### src/inc/scan_map.vh
/*
 * constants of the scan transceiver: test opcodes, scan lengths,
 * boundary cell layout, run-test operations and controller states.
 * assumes inclusion by bare name from the sequencer and transceiver design files.
 */
`ifndef SCAN_MAP_VH
`define SCAN_MAP_VH

// ****************************************************
// scan lengths
// ****************************************************
`define IR_W        8
`define BSR_W       48
`define BCR_W       3
`define ID_W        32

// ****************************************************
// instruction register values (even parity)
// ****************************************************
`define IR_RESET    8'h81
`define IR_CAPTURE  8'h81
`define OP_EXTEST   8'h00
`define OP_IDCODE   8'h81
`define OP_SAMPLE   8'h82
`define OP_INTEST   8'h03
`define OP_HIGHZ    8'h06
`define OP_CLAMP    8'h87
`define OP_RUNT     8'h09
`define OP_SCANCN   8'h0a
`define OP_BYPASS   8'hff

// ****************************************************
// boundary-control operations
// ****************************************************
`define BCR_RESET   3'h2
`define BCR_TOGGLE  3'h0
`define BCR_OUTPUT_RANDOM_PATTERN    3'h1
`define BCR_PSA     3'h2
`define BCR_COUNT   3'h3

// ****************************************************
// boundary cell layout
// ****************************************************
`define BSR_OE_LO   44
`define BSR_LE_LO   40
`define BSR_CK_LO   36
`define BSR_A_LO    18
`define BSR_B_LO    0
`define BSR_OE_SET  4'hf

// ****************************************************
// controller states
// ****************************************************
`define TAP_TLR     4'h0
`define TAP_RTI     4'h1
`define TAP_SDS     4'h2
`define TAP_CDR     4'h3
`define TAP_SHDR    4'h4
`define TAP_E1DR    4'h5
`define TAP_PDR     4'h6
`define TAP_E2DR    4'h7
`define TAP_UDR     4'h8
`define TAP_SIS     4'h9
`define TAP_CIR     4'ha
`define TAP_SHIR    4'hb
`define TAP_E1IR    4'hc
`define TAP_PIR     4'hd
`define TAP_E2IR    4'he
`define TAP_UIR     4'hf

`endif

### src/store_path.v
/*
 * one direction of one transceiver half: latch/flip-flop store.
 * assumes all inputs already synchronised to sys_clk.
 */
module store_path #(
	parameter W = 9
) (
	// clock and reset
	input  wire         sys_clk,
	input  wire         nrst,
	// synchronised pins
	input  wire [W-1:0] d,
	input  wire         latch_en,
	input  wire         store_clk,
	// transparent or stored value
	output wire [W-1:0] q
);

reg         clk_d;
reg [W-1:0] st;

// store on store clock rise while the latch is closed
always @(posedge sys_clk or negedge nrst) begin
	if (!nrst) begin
		clk_d <= 1'b0;
		st <= {W{1'b0}};
	end else begin
		clk_d <= store_clk;
		if (!latch_en && store_clk && !clk_d)
			st <= d;
	end
end

// open latch passes, else the stored word stands
assign q = latch_en ? d : st;

endmodule

### src/tap_states.v
/*
 * test port state sequencer, sixteen states.
 * assumes tck_rise is a one-cycle strobe from a sampled test clock.
 */
`include "scan_map.vh"

module tap_states (
	// clock and reset
	input  wire       sys_clk,
	input  wire       nrst,
	// sampled test port
	input  wire       tck_rise,
	input  wire       tms,
	// current state
	output reg  [3:0] state
);

// advance once per test clock rise, steered by the select level
always @(posedge sys_clk or negedge nrst) begin
	if (!nrst) begin
		state <= `TAP_TLR;
	end else if (tck_rise) begin
		case (state)
		`TAP_TLR:  state <= tms ? `TAP_TLR  : `TAP_RTI;
		`TAP_RTI:  state <= tms ? `TAP_SDS  : `TAP_RTI;
		`TAP_SDS:  state <= tms ? `TAP_SIS  : `TAP_CDR;
		`TAP_CDR:  state <= tms ? `TAP_E1DR : `TAP_SHDR;
		`TAP_SHDR: state <= tms ? `TAP_E1DR : `TAP_SHDR;
		`TAP_E1DR: state <= tms ? `TAP_UDR  : `TAP_PDR;
		`TAP_PDR:  state <= tms ? `TAP_E2DR : `TAP_PDR;
		`TAP_E2DR: state <= tms ? `TAP_UDR  : `TAP_SHDR;
		`TAP_UDR:  state <= tms ? `TAP_SDS  : `TAP_RTI;
		`TAP_SIS:  state <= tms ? `TAP_TLR  : `TAP_CIR;
		`TAP_CIR:  state <= tms ? `TAP_E1IR : `TAP_SHIR;
		`TAP_SHIR: state <= tms ? `TAP_E1IR : `TAP_SHIR;
		`TAP_E1IR: state <= tms ? `TAP_UIR  : `TAP_PIR;
		`TAP_PIR:  state <= tms ? `TAP_E2IR : `TAP_PIR;
		`TAP_E2IR: state <= tms ? `TAP_UIR  : `TAP_SHIR;
		`TAP_UIR:  state <= tms ? `TAP_SDS  : `TAP_RTI;
		default:   state <= `TAP_TLR;
		endcase
	end
end

endmodule

### src/scan_bus_transceiver_18bit.v
/*
 * 18-bit bus transceiver with boundary-scan test port.
 * all pins, the test clock among them, are sampled by sys_clk, which
 * must run well above the test clock and the store clocks.
 * two-way pins are split into input, output and output enable.
 */
`include "scan_map.vh"

module scan_bus_transceiver_18bit #(
	parameter        HALF_W  = 9,
	parameter [31:0] ID_CODE = 32'h0a5a_0001 // arbitrary value
) (
	// clock and reset
	input  wire                  sys_clk,
	input  wire                  nrst,
	// A port
	input  wire [2*HALF_W-1:0]   a_in,
	output reg  [2*HALF_W-1:0]   a_out,
	output reg  [2*HALF_W-1:0]   a_oe,
	// B port
	input  wire [2*HALF_W-1:0]   b_in,
	output reg  [2*HALF_W-1:0]   b_out,
	output reg  [2*HALF_W-1:0]   b_oe,
	// per-half controls, bit 0 is half 1
	input  wire [1:0]            fwd_out_en_n,
	input  wire [1:0]            rev_out_en_n,
	input  wire [1:0]            fwd_latch_en,
	input  wire [1:0]            rev_latch_en,
	input  wire [1:0]            fwd_store_clk,
	input  wire [1:0]            rev_store_clk,
	// test port
	input  wire                  tck,
	input  wire                  tms,
	input  wire                  tdi,
	output reg                   tdo,
	output reg                   tdo_oe
);

localparam DW = 2 * HALF_W;
localparam P  = 2 * DW;
localparam SW = P + 15;

// sampler reset image: output enables off, tms and tdi at pull-up level,
// so no bus is driven and no false edge is seen while pins settle
localparam [SW-1:0] IN_IDLE = {3'b110, 4'h0, 4'h0, 4'hf, {P{1'b0}}};

localparam [1:0] SEL_BYP = 2'h0;
localparam [1:0] SEL_BSR = 2'h1;
localparam [1:0] SEL_BCR = 2'h2;
localparam [1:0] SEL_ID  = 2'h3;

// ****************************************************
// functions
// ****************************************************

// one enable bit per half, widened to the data lanes
function [DW-1:0] spread;
	input [1:0] en;
	begin
		spread = {{HALF_W{en[1]}}, {HALF_W{en[0]}}};
	end
endfunction

// one step of the pattern shifter over the data cells
function [P-1:0] lfsr_step;
	input [P-1:0] v;
	begin
		lfsr_step = {v[P-2:0], v[P-1] ^ v[P-12]};
	end
endfunction

// ****************************************************
// input sampling
// ****************************************************
wire [SW-1:0] raw;
reg  [SW-1:0] in_meta;
reg  [SW-1:0] in_s;

assign raw = {tdi, tms, tck, rev_store_clk, fwd_store_clk,
	rev_latch_en, fwd_latch_en, rev_out_en_n, fwd_out_en_n,
	b_in, a_in};

// every pin crosses two flops before use
always @(posedge sys_clk or negedge nrst) begin
	if (!nrst) begin
		in_meta <= IN_IDLE;
		in_s <= IN_IDLE;
	end else begin
		in_meta <= raw;
		in_s <= in_meta;
	end
end

wire [DW-1:0] a_s    = in_s[DW-1:0];
wire [DW-1:0] b_s    = in_s[P-1:DW];
wire [1:0]    f_oen  = in_s[P+1:P];
wire [1:0]    r_oen  = in_s[P+3:P+2];
wire [1:0]    f_le   = in_s[P+5:P+4];
wire [1:0]    r_le   = in_s[P+7:P+6];
wire [1:0]    f_ck   = in_s[P+9:P+8];
wire [1:0]    r_ck   = in_s[P+11:P+10];
wire          tck_s  = in_s[P+12];
wire          tms_s  = in_s[P+13];
wire          tdi_s  = in_s[P+14];

// boundary capture image: enables, latches, clocks, A, B
wire [`BSR_W-1:0] cap_vec = {r_oen, f_oen, r_le, f_le,
	r_ck, f_ck, a_s, b_s};

// ****************************************************
// normal-mode data paths
// ****************************************************
wire [DW-1:0] fwd_q;
wire [DW-1:0] rev_q;

// each half has its own enables; tie them for 18-bit use
genvar h;
generate
	for (h = 0; h < 2; h = h + 1) begin : half
		store_path #(
			.W (HALF_W)
		) u_fwd (
			.sys_clk   (sys_clk),
			.nrst      (nrst),
			.d         (a_s[h*HALF_W +: HALF_W]),
			.latch_en  (f_le[h]),
			.store_clk (f_ck[h]),
			.q         (fwd_q[h*HALF_W +: HALF_W])
		);
		store_path #(
			.W (HALF_W)
		) u_rev (
			.sys_clk   (sys_clk),
			.nrst      (nrst),
			.d         (b_s[h*HALF_W +: HALF_W]),
			.latch_en  (r_le[h]),
			.store_clk (r_ck[h]),
			.q         (rev_q[h*HALF_W +: HALF_W])
		);
	end
endgenerate

// ****************************************************
// test port sequencing
// ****************************************************
reg        tck_d;
wire       tck_rise = tck_s & ~tck_d;
wire       tck_fall = ~tck_s & tck_d;
wire [3:0] state;

// only test clock and mode select drive the controller
tap_states u_tap (
	.sys_clk  (sys_clk),
	.nrst     (nrst),
	.tck_rise (tck_rise),
	.tms      (tms_s),
	.state    (state)
);

// ****************************************************
// test registers
// ****************************************************
reg [`IR_W-1:0]  ir_sh;
reg [`IR_W-1:0]  ir_upd;
reg [`BSR_W-1:0] bsr_sh;
reg [`BSR_W-1:0] upd;
reg [`BCR_W-1:0] bcr_sh;
reg [`BCR_W-1:0] bcr_upd;
reg              byp;
reg [`ID_W-1:0]  id_sh;
reg [P-1:0]      pin_snap;

reg [1:0] sel;
reg       test_mode;
reg       highz;
reg       tdo_next;

// instruction decode; unknown opcodes fall back to bypass
always @* begin
	sel = SEL_BYP;
	test_mode = 1'b0;
	highz = 1'b0;
	case (ir_upd)
	`OP_EXTEST: begin
		sel = SEL_BSR;
		test_mode = 1'b1;
	end
	`OP_INTEST: begin
		sel = SEL_BSR;
		test_mode = 1'b1;
	end
	`OP_SAMPLE: sel = SEL_BSR;
	`OP_IDCODE: sel = SEL_ID;
	`OP_SCANCN: sel = SEL_BCR;
	`OP_HIGHZ: begin
		test_mode = 1'b1;
		highz = 1'b1;
	end
	`OP_CLAMP: test_mode = 1'b1;
	`OP_RUNT: test_mode = 1'b1;
	default: sel = SEL_BYP;
	endcase
end

// serial output source for the scan in progress
always @* begin
	case (sel)
	SEL_BSR: tdo_next = bsr_sh[0];
	SEL_BCR: tdo_next = bcr_sh[0];
	SEL_ID:  tdo_next = id_sh[0];
	default: tdo_next = byp;
	endcase
	if (state == `TAP_SHIR)
		tdo_next = ir_sh[0];
end

// capture and shift on the rise, update and drive on the fall
always @(posedge sys_clk or negedge nrst) begin
	if (!nrst) begin
		tck_d <= 1'b0;
		ir_sh <= `IR_RESET;
		ir_upd <= `IR_RESET;
		bsr_sh <= {`BSR_W{1'b0}};
		upd <= {`BSR_OE_SET, {(`BSR_W-4){1'b0}}};
		bcr_sh <= `BCR_RESET;
		bcr_upd <= `BCR_RESET;
		byp <= 1'b0;
		id_sh <= ID_CODE;
		pin_snap <= {P{1'b0}};
		tdo <= 1'b0;
		tdo_oe <= 1'b0;
	end else begin
		tck_d <= tck_s;
		if (tck_rise) begin
			pin_snap <= {a_s, b_s};
			case (state)
			`TAP_CIR: ir_sh <= `IR_CAPTURE;
			`TAP_SHIR: ir_sh <= {tdi_s, ir_sh[`IR_W-1:1]};
			`TAP_CDR: begin
				// pin snapshot without touching the data flow
				if (sel == SEL_BSR)
					bsr_sh <= cap_vec;
				if (sel == SEL_BCR)
					bcr_sh <= bcr_upd;
				if (sel == SEL_ID)
					id_sh <= ID_CODE;
				if (sel == SEL_BYP)
					byp <= 1'b0;
			end
			`TAP_SHDR: begin
				case (sel)
				SEL_BSR:
					bsr_sh <= {tdi_s, bsr_sh[`BSR_W-1:1]};
				SEL_BCR:
					bcr_sh <= {tdi_s, bcr_sh[`BCR_W-1:1]};
				SEL_ID:
					id_sh <= {tdi_s, id_sh[`ID_W-1:1]};
				default: byp <= tdi_s;
				endcase
			end
			default: ;
			endcase
		end
		if (tck_fall) begin
			tdo <= tdo_next;
			tdo_oe <= (state == `TAP_SHIR) ||
				(state == `TAP_SHDR);
			if (state == `TAP_UIR)
				ir_upd <= ir_sh;
			if (state == `TAP_UDR && sel == SEL_BSR)
				upd <= bsr_sh;
			if (state == `TAP_UDR && sel == SEL_BCR)
				bcr_upd <= bcr_sh;
			// run-test operations act on the data cells only
			if (state == `TAP_RTI && ir_upd == `OP_RUNT) begin
				case (bcr_upd)
				`BCR_PSA: upd[P-1:0] <=
					lfsr_step(upd[P-1:0]) ^ pin_snap;
				`BCR_OUTPUT_RANDOM_PATTERN: upd[P-1:0] <=
					lfsr_step(upd[P-1:0]);
				`BCR_COUNT: upd[P-1:0] <=
					upd[P-1:0] + {{(P-1){1'b0}}, 1'b1};
				`BCR_TOGGLE: begin
					upd[P-1:0] <= ~upd[P-1:0];
					bsr_sh[P-1:0] <= pin_snap;
				end
				default: ;
				endcase
			end
		end
		// held in reset state: outputs safe if test mode follows
		if (state == `TAP_TLR) begin
			ir_upd <= `IR_RESET;
			bcr_upd <= `BCR_RESET;
			upd[`BSR_W-1:`BSR_OE_LO] <= `BSR_OE_SET;
		end
	end
end

// ****************************************************
// pin drivers
// ****************************************************

// test mode owns the pins; otherwise the transceiver drives them
always @(posedge sys_clk or negedge nrst) begin
	if (!nrst) begin
		a_out <= {DW{1'b0}};
		a_oe <= {DW{1'b0}};
		b_out <= {DW{1'b0}};
		b_oe <= {DW{1'b0}};
	end else if (test_mode) begin
		a_out <= upd[`BSR_A_LO +: DW];
		b_out <= upd[`BSR_B_LO +: DW];
		a_oe <= highz ? {DW{1'b0}} :
			spread(~upd[`BSR_W-1:`BSR_W-2]);
		b_oe <= highz ? {DW{1'b0}} :
			spread(~upd[`BSR_OE_LO+1:`BSR_OE_LO]);
	end else begin
		b_out <= fwd_q;
		b_oe <= spread(~f_oen);
		a_out <= rev_q;
		a_oe <= spread(~r_oen);
	end
end

endmodule

### config.mk
export PLATFORM = sky130hd
export DESIGN_NAME = scan_bus_transceiver_18bit
export DESIGN_NICKNAME = d
export VERILOG_FILES = /design/src/store_path.v /design/src/tap_states.v /design/src/scan_bus_transceiver_18bit.v
export VERILOG_INCLUDE_DIRS = /design/src /design/src/inc
export SDC_FILE = /design/constraint.sdc
export NUM_CORES = 1
export LEC_CHECK = 0
export BUFFER_PORTS_ARGS = -buffer_cell sky130_fd_sc_hd__buf_4
export CAP_MARGIN = 20
export CORE_MARGIN = 2
export CORE_UTILIZATION = 60
export CTS_CLUSTER_SIZE = 12
export DETAILED_ROUTE_END_ITERATION = 8
export PLACE_DENSITY_LB_ADDON = 0.1
export REMOVE_ABC_BUFFERS = 1
export SKIP_LAST_GASP = 1
export SYNTH_ARGS = -nofsm -noshare
export SYNTH_HDL_FRONTEND = slang
export SYNTH_SLANG_ARGS = --single-unit
### constraint.sdc
create_clock -name sys_clk -period 2.7 [get_ports sys_clk]
set_input_delay 0 -clock sys_clk [delete_from_list [all_inputs] [get_ports sys_clk]]
set_output_delay 0 -clock sys_clk [all_outputs]
set_load 0.1 [all_outputs]
==> reports/qor.txt <==
Status -> finished clean
Die Y -> 178.6 um
Highest clock rate -> 389.0 MHz
# rows -> 63
DR pass1 iterations -> 7
Ranking of synthesized cells by area -> dfrtp_1 46%, nand2_1 7.6%, mux2i_1 4.3%
# Post-CTS Setup Buffers -> 0
Final worst path period share -> 95.22%
Initial Util -> 61.41%
CTS buffer count -> 40
Seq/Total Area, Yosys -> 50.52%
Ys Warns -> 0
Kind of critical path -> register to register
Routed wire per std cell -> 20.87 um
FF+latch count, synth -> 368
Dpl ws -> 195.5 ps
Initial antenna violation count -> 2
Die Area -> 31910 um2
Final-report setup violation count -> 0
Routed vias/inst -> 6.280
Predominant post-synthesis flop cell -> dfrtp_1
H-tree depth -> 2
Data required, critical path -> 3110 ps
CP Max Fanout -> 10
Dominant cell type by area after synthesis -> dfrtp_1
Total power -> 15010 uW
Leak pwr -> 0.009290 uW
DRC errors left -> 0
Vias in the first global route -> 14590
DR iter-0 viols -> 1526
GPL Wtd Cong -> 0.9275
Max-slew headroom -> 45.57%
Hold WC Path Type -> input port to register
Clock Latency Late Sink -> 550 ps
Worst setup margin -> 129.1 ps
Non-Filler Instances -> 2449
Die X -> 178.6 um
Root Driver -> clkbuf_16
Syn-to-layout area delta -> 16.38%
CTS Buffer Depth -> 3
Cell count after synthesis -> 1939
WP data arrival -> 2980 ps
Critical R2R Launch -> upd[1]
Yosys cell types -> 80
Worst setup EP type -> register
Post-CTS sizing -> 0
Clock Pin Slew Worst Setup and Hold Paths -> 60 ps
Clock skew -> 20.88 ps
Max VDD drop -> 0.0009556 V
Via count -> 15380
Slew Limit Fails -> 0
Synth Cell Area -> 18300 um2
Worst-Margin Slew -> 816.5 ps
Post-Place Cells -> 2321
R2R setup slack -> 130 ps
Drt total wl -> 51110 um
I/O pins -> 127
Layout cells sized above 1 -> 17.20%
Syn avg cell area -> 9.437 um2
Worst Reg2Reg Path Length in Cells -> 6
Antenna Nets Post-Route -> 0
Top-area cell type share of the netlist area -> 46.36%
Worst Hold End -> in_meta[45]
Core footprint -> 29800 um2
Worst Setup Start Kind -> register
DP HPWL -> 33000 um
Hold path depth -> 2
Min Clock Period, post-route -> 2571 ps
Largest net degree at the start of global routing -> 110
Hold wc startpoint -> fwd_store_clk[1]
Fill cell count -> 2253
CTS tree -> built
CTS sink cnt -> 368
Port bufs -> 126
Hold WS -> 102.7 ps
Async set-reset flop share out of synthesis -> 100.0%
Gr ovfl total -> 0
R2R Path End -> upd[30]
Global-route wire length before repair -> 80000 um
Max-cap violations -> 0
Final Hold Fails -> 0
GRT Total Usage -> 32.26%
Pwr/cell area -> 704.7 nW/um2
RSZ-0062 raised after global routing -> no
Nets -> 2081
EDFF count, synth -> 0
==> cells in the final DEF (no fill, tap or decap), types with 32 or more instances in the layout <==
master and count:
buf_4 194, nand2_1 370, xor2_1 37, nand3_1 71, clkbuf_16 40, o311ai_0 36, o21ai_0 91, a2bb2oi_1 37
mux2_2 36, nor2_1 118, dfrtp_1 339, mux2i_1 78, o22ai_1 32, a21oi_1 81, o21ai_1 55, dlygate4sd3_1 53
a22oi_1 48
==> synth_stat cells, types with 3 or more instances <==
library cell	n
nand2_1	370
dfrtp_1	339
nor2_1	118
clkbuf_1	113
o21ai_0	91
a21oi_1	81
mux2i_1	78
nand3_1	71
o21ai_1	56
a22oi_1	48
buf_2	42
a2bb2oi_1	37
xor2_1	37
buf_4	36
mux2_2	36
o311ai_0	36
o22ai_1	33
dfstp_2	29
or3_1	28
inv_1	22
a31oi_1	20
nand4_1	16
nor3_1	14
xnor2_1	14
and4_1	13
nor4_1	13
buf_1	12
nor3b_1	10
a211oi_1	8
a221oi_1	8
nor2b_1	8
and3_1	6
nand2b_1	6
nor4b_1	6
buf_6	5
o211ai_1	5
o32ai_1	5
a311oi_1	4
and2_1	4
o31a_1	4
a2111oi_0	3
a21boi_0	3
==> flip-flops by register name, summed over array words and instances (netlist names) <==
name and flops:
bcr_upd 3, half.u_rev.st 18, half.u_fwd.clk_d 2, upd 40
ir_upd 8, a_out 18, bsr_sh 48, u_tap.state 4
tck_d 1, tdo 1, pin_snap 36, half.u_rev.clk_d 2
in_meta 51, tdo_oe 1, byp 1, a_oe 2
ir_sh 8, b_oe 2, bcr_sh 3, b_out 18
half.u_fwd.st 18, in_s 51, id_sh 32
==> how the worst max path moves through the flow <==
| stage | from | to |
|---|---|---|
| after floorplan | a_oe[8] | a_oe[0] |
| after CTS | upd[1] | upd[30] |
| after global routing | upd[1] | upd[26] |
| final | upd[1] | upd[30] |
| after detailed placement | upd[1] | upd[30] |
| after global placement | upd[1] | upd[26] |
==> what timing repair did <==
item | in CTS | in global routing
setup endpoints to repair | 0 | 0
hold buffers | 54 | 0
endpoints found under the hold margin | 390 | 0
==> area by class of cell <==
cell class | count | area (um2) | share of cell area, %
inverters | 23 | 86.33 | 0.4054
multi-input cells | 1338 | 7994 | 37.54
flip-flops and latches | 368 | 9245 | 43.41
well taps | 390 | 488.0 | 2.291
clock buffers | 64 | 1191 | 5.593
clock inverters | 9 | 127.6 | 0.5993
diodes | 1 | 2.502 | 0.01175
repair buffers | 256 | 2162 | 10.15
==> logic make-up (layout without fill, tap and decap cells) <==
logic type                 count (synthesis)  in the layout  share of synthesized area (%)
xor gates and xnor gates                  51             51                          2.441
muxes                                    115            115                          6.544
DFF                                      368            368                          50.52
other                                      0              1                              0
buffers and inverters                    233            352                          6.024
AOI/OAI and AO/OA                        461            461                          16.23
and+or+nand+nor                          710            710                          18.17
adders and majority gates                  1              1                        0.06837
==> where the power goes <==
part / internal, uW / switching (uW) / leakage [uW]
registers: 6030 / 351 / 0.00463
clock network: 3230 / 2230 / 0.000643
logic: 1030 / 2130 / 0.00401
total: 10300 / 4720 / 0.00929
==> critical path, cell delays in order (launching register included) <==
cell and delay, ps:
dfrtp_1 540, ha_1 280, nand4_1 350, or3_1 660, o31a_1 360, o21ai_0 160, a21oi_1 90
==> layer usage <==
layer  global-route usage [%]  part of all wire [%]
met5                        0                     0
met4                    11.48                   2.9
met3                    5.541                   7.9
met2                    51.34                    47
met1                    44.80                    42
==> through the flow <==
step	area (um2)	utilization [%]	TNS (ps)
floorplan	17280	-	-379610
global placement	19420	65.19	0
detailed placement	19420	65.19	0
CTS	21290	71.47	0
global route	21290	71.47	0
finish	21300	71.47	0
Note: power is estimated with default switching activity, not from simulation.
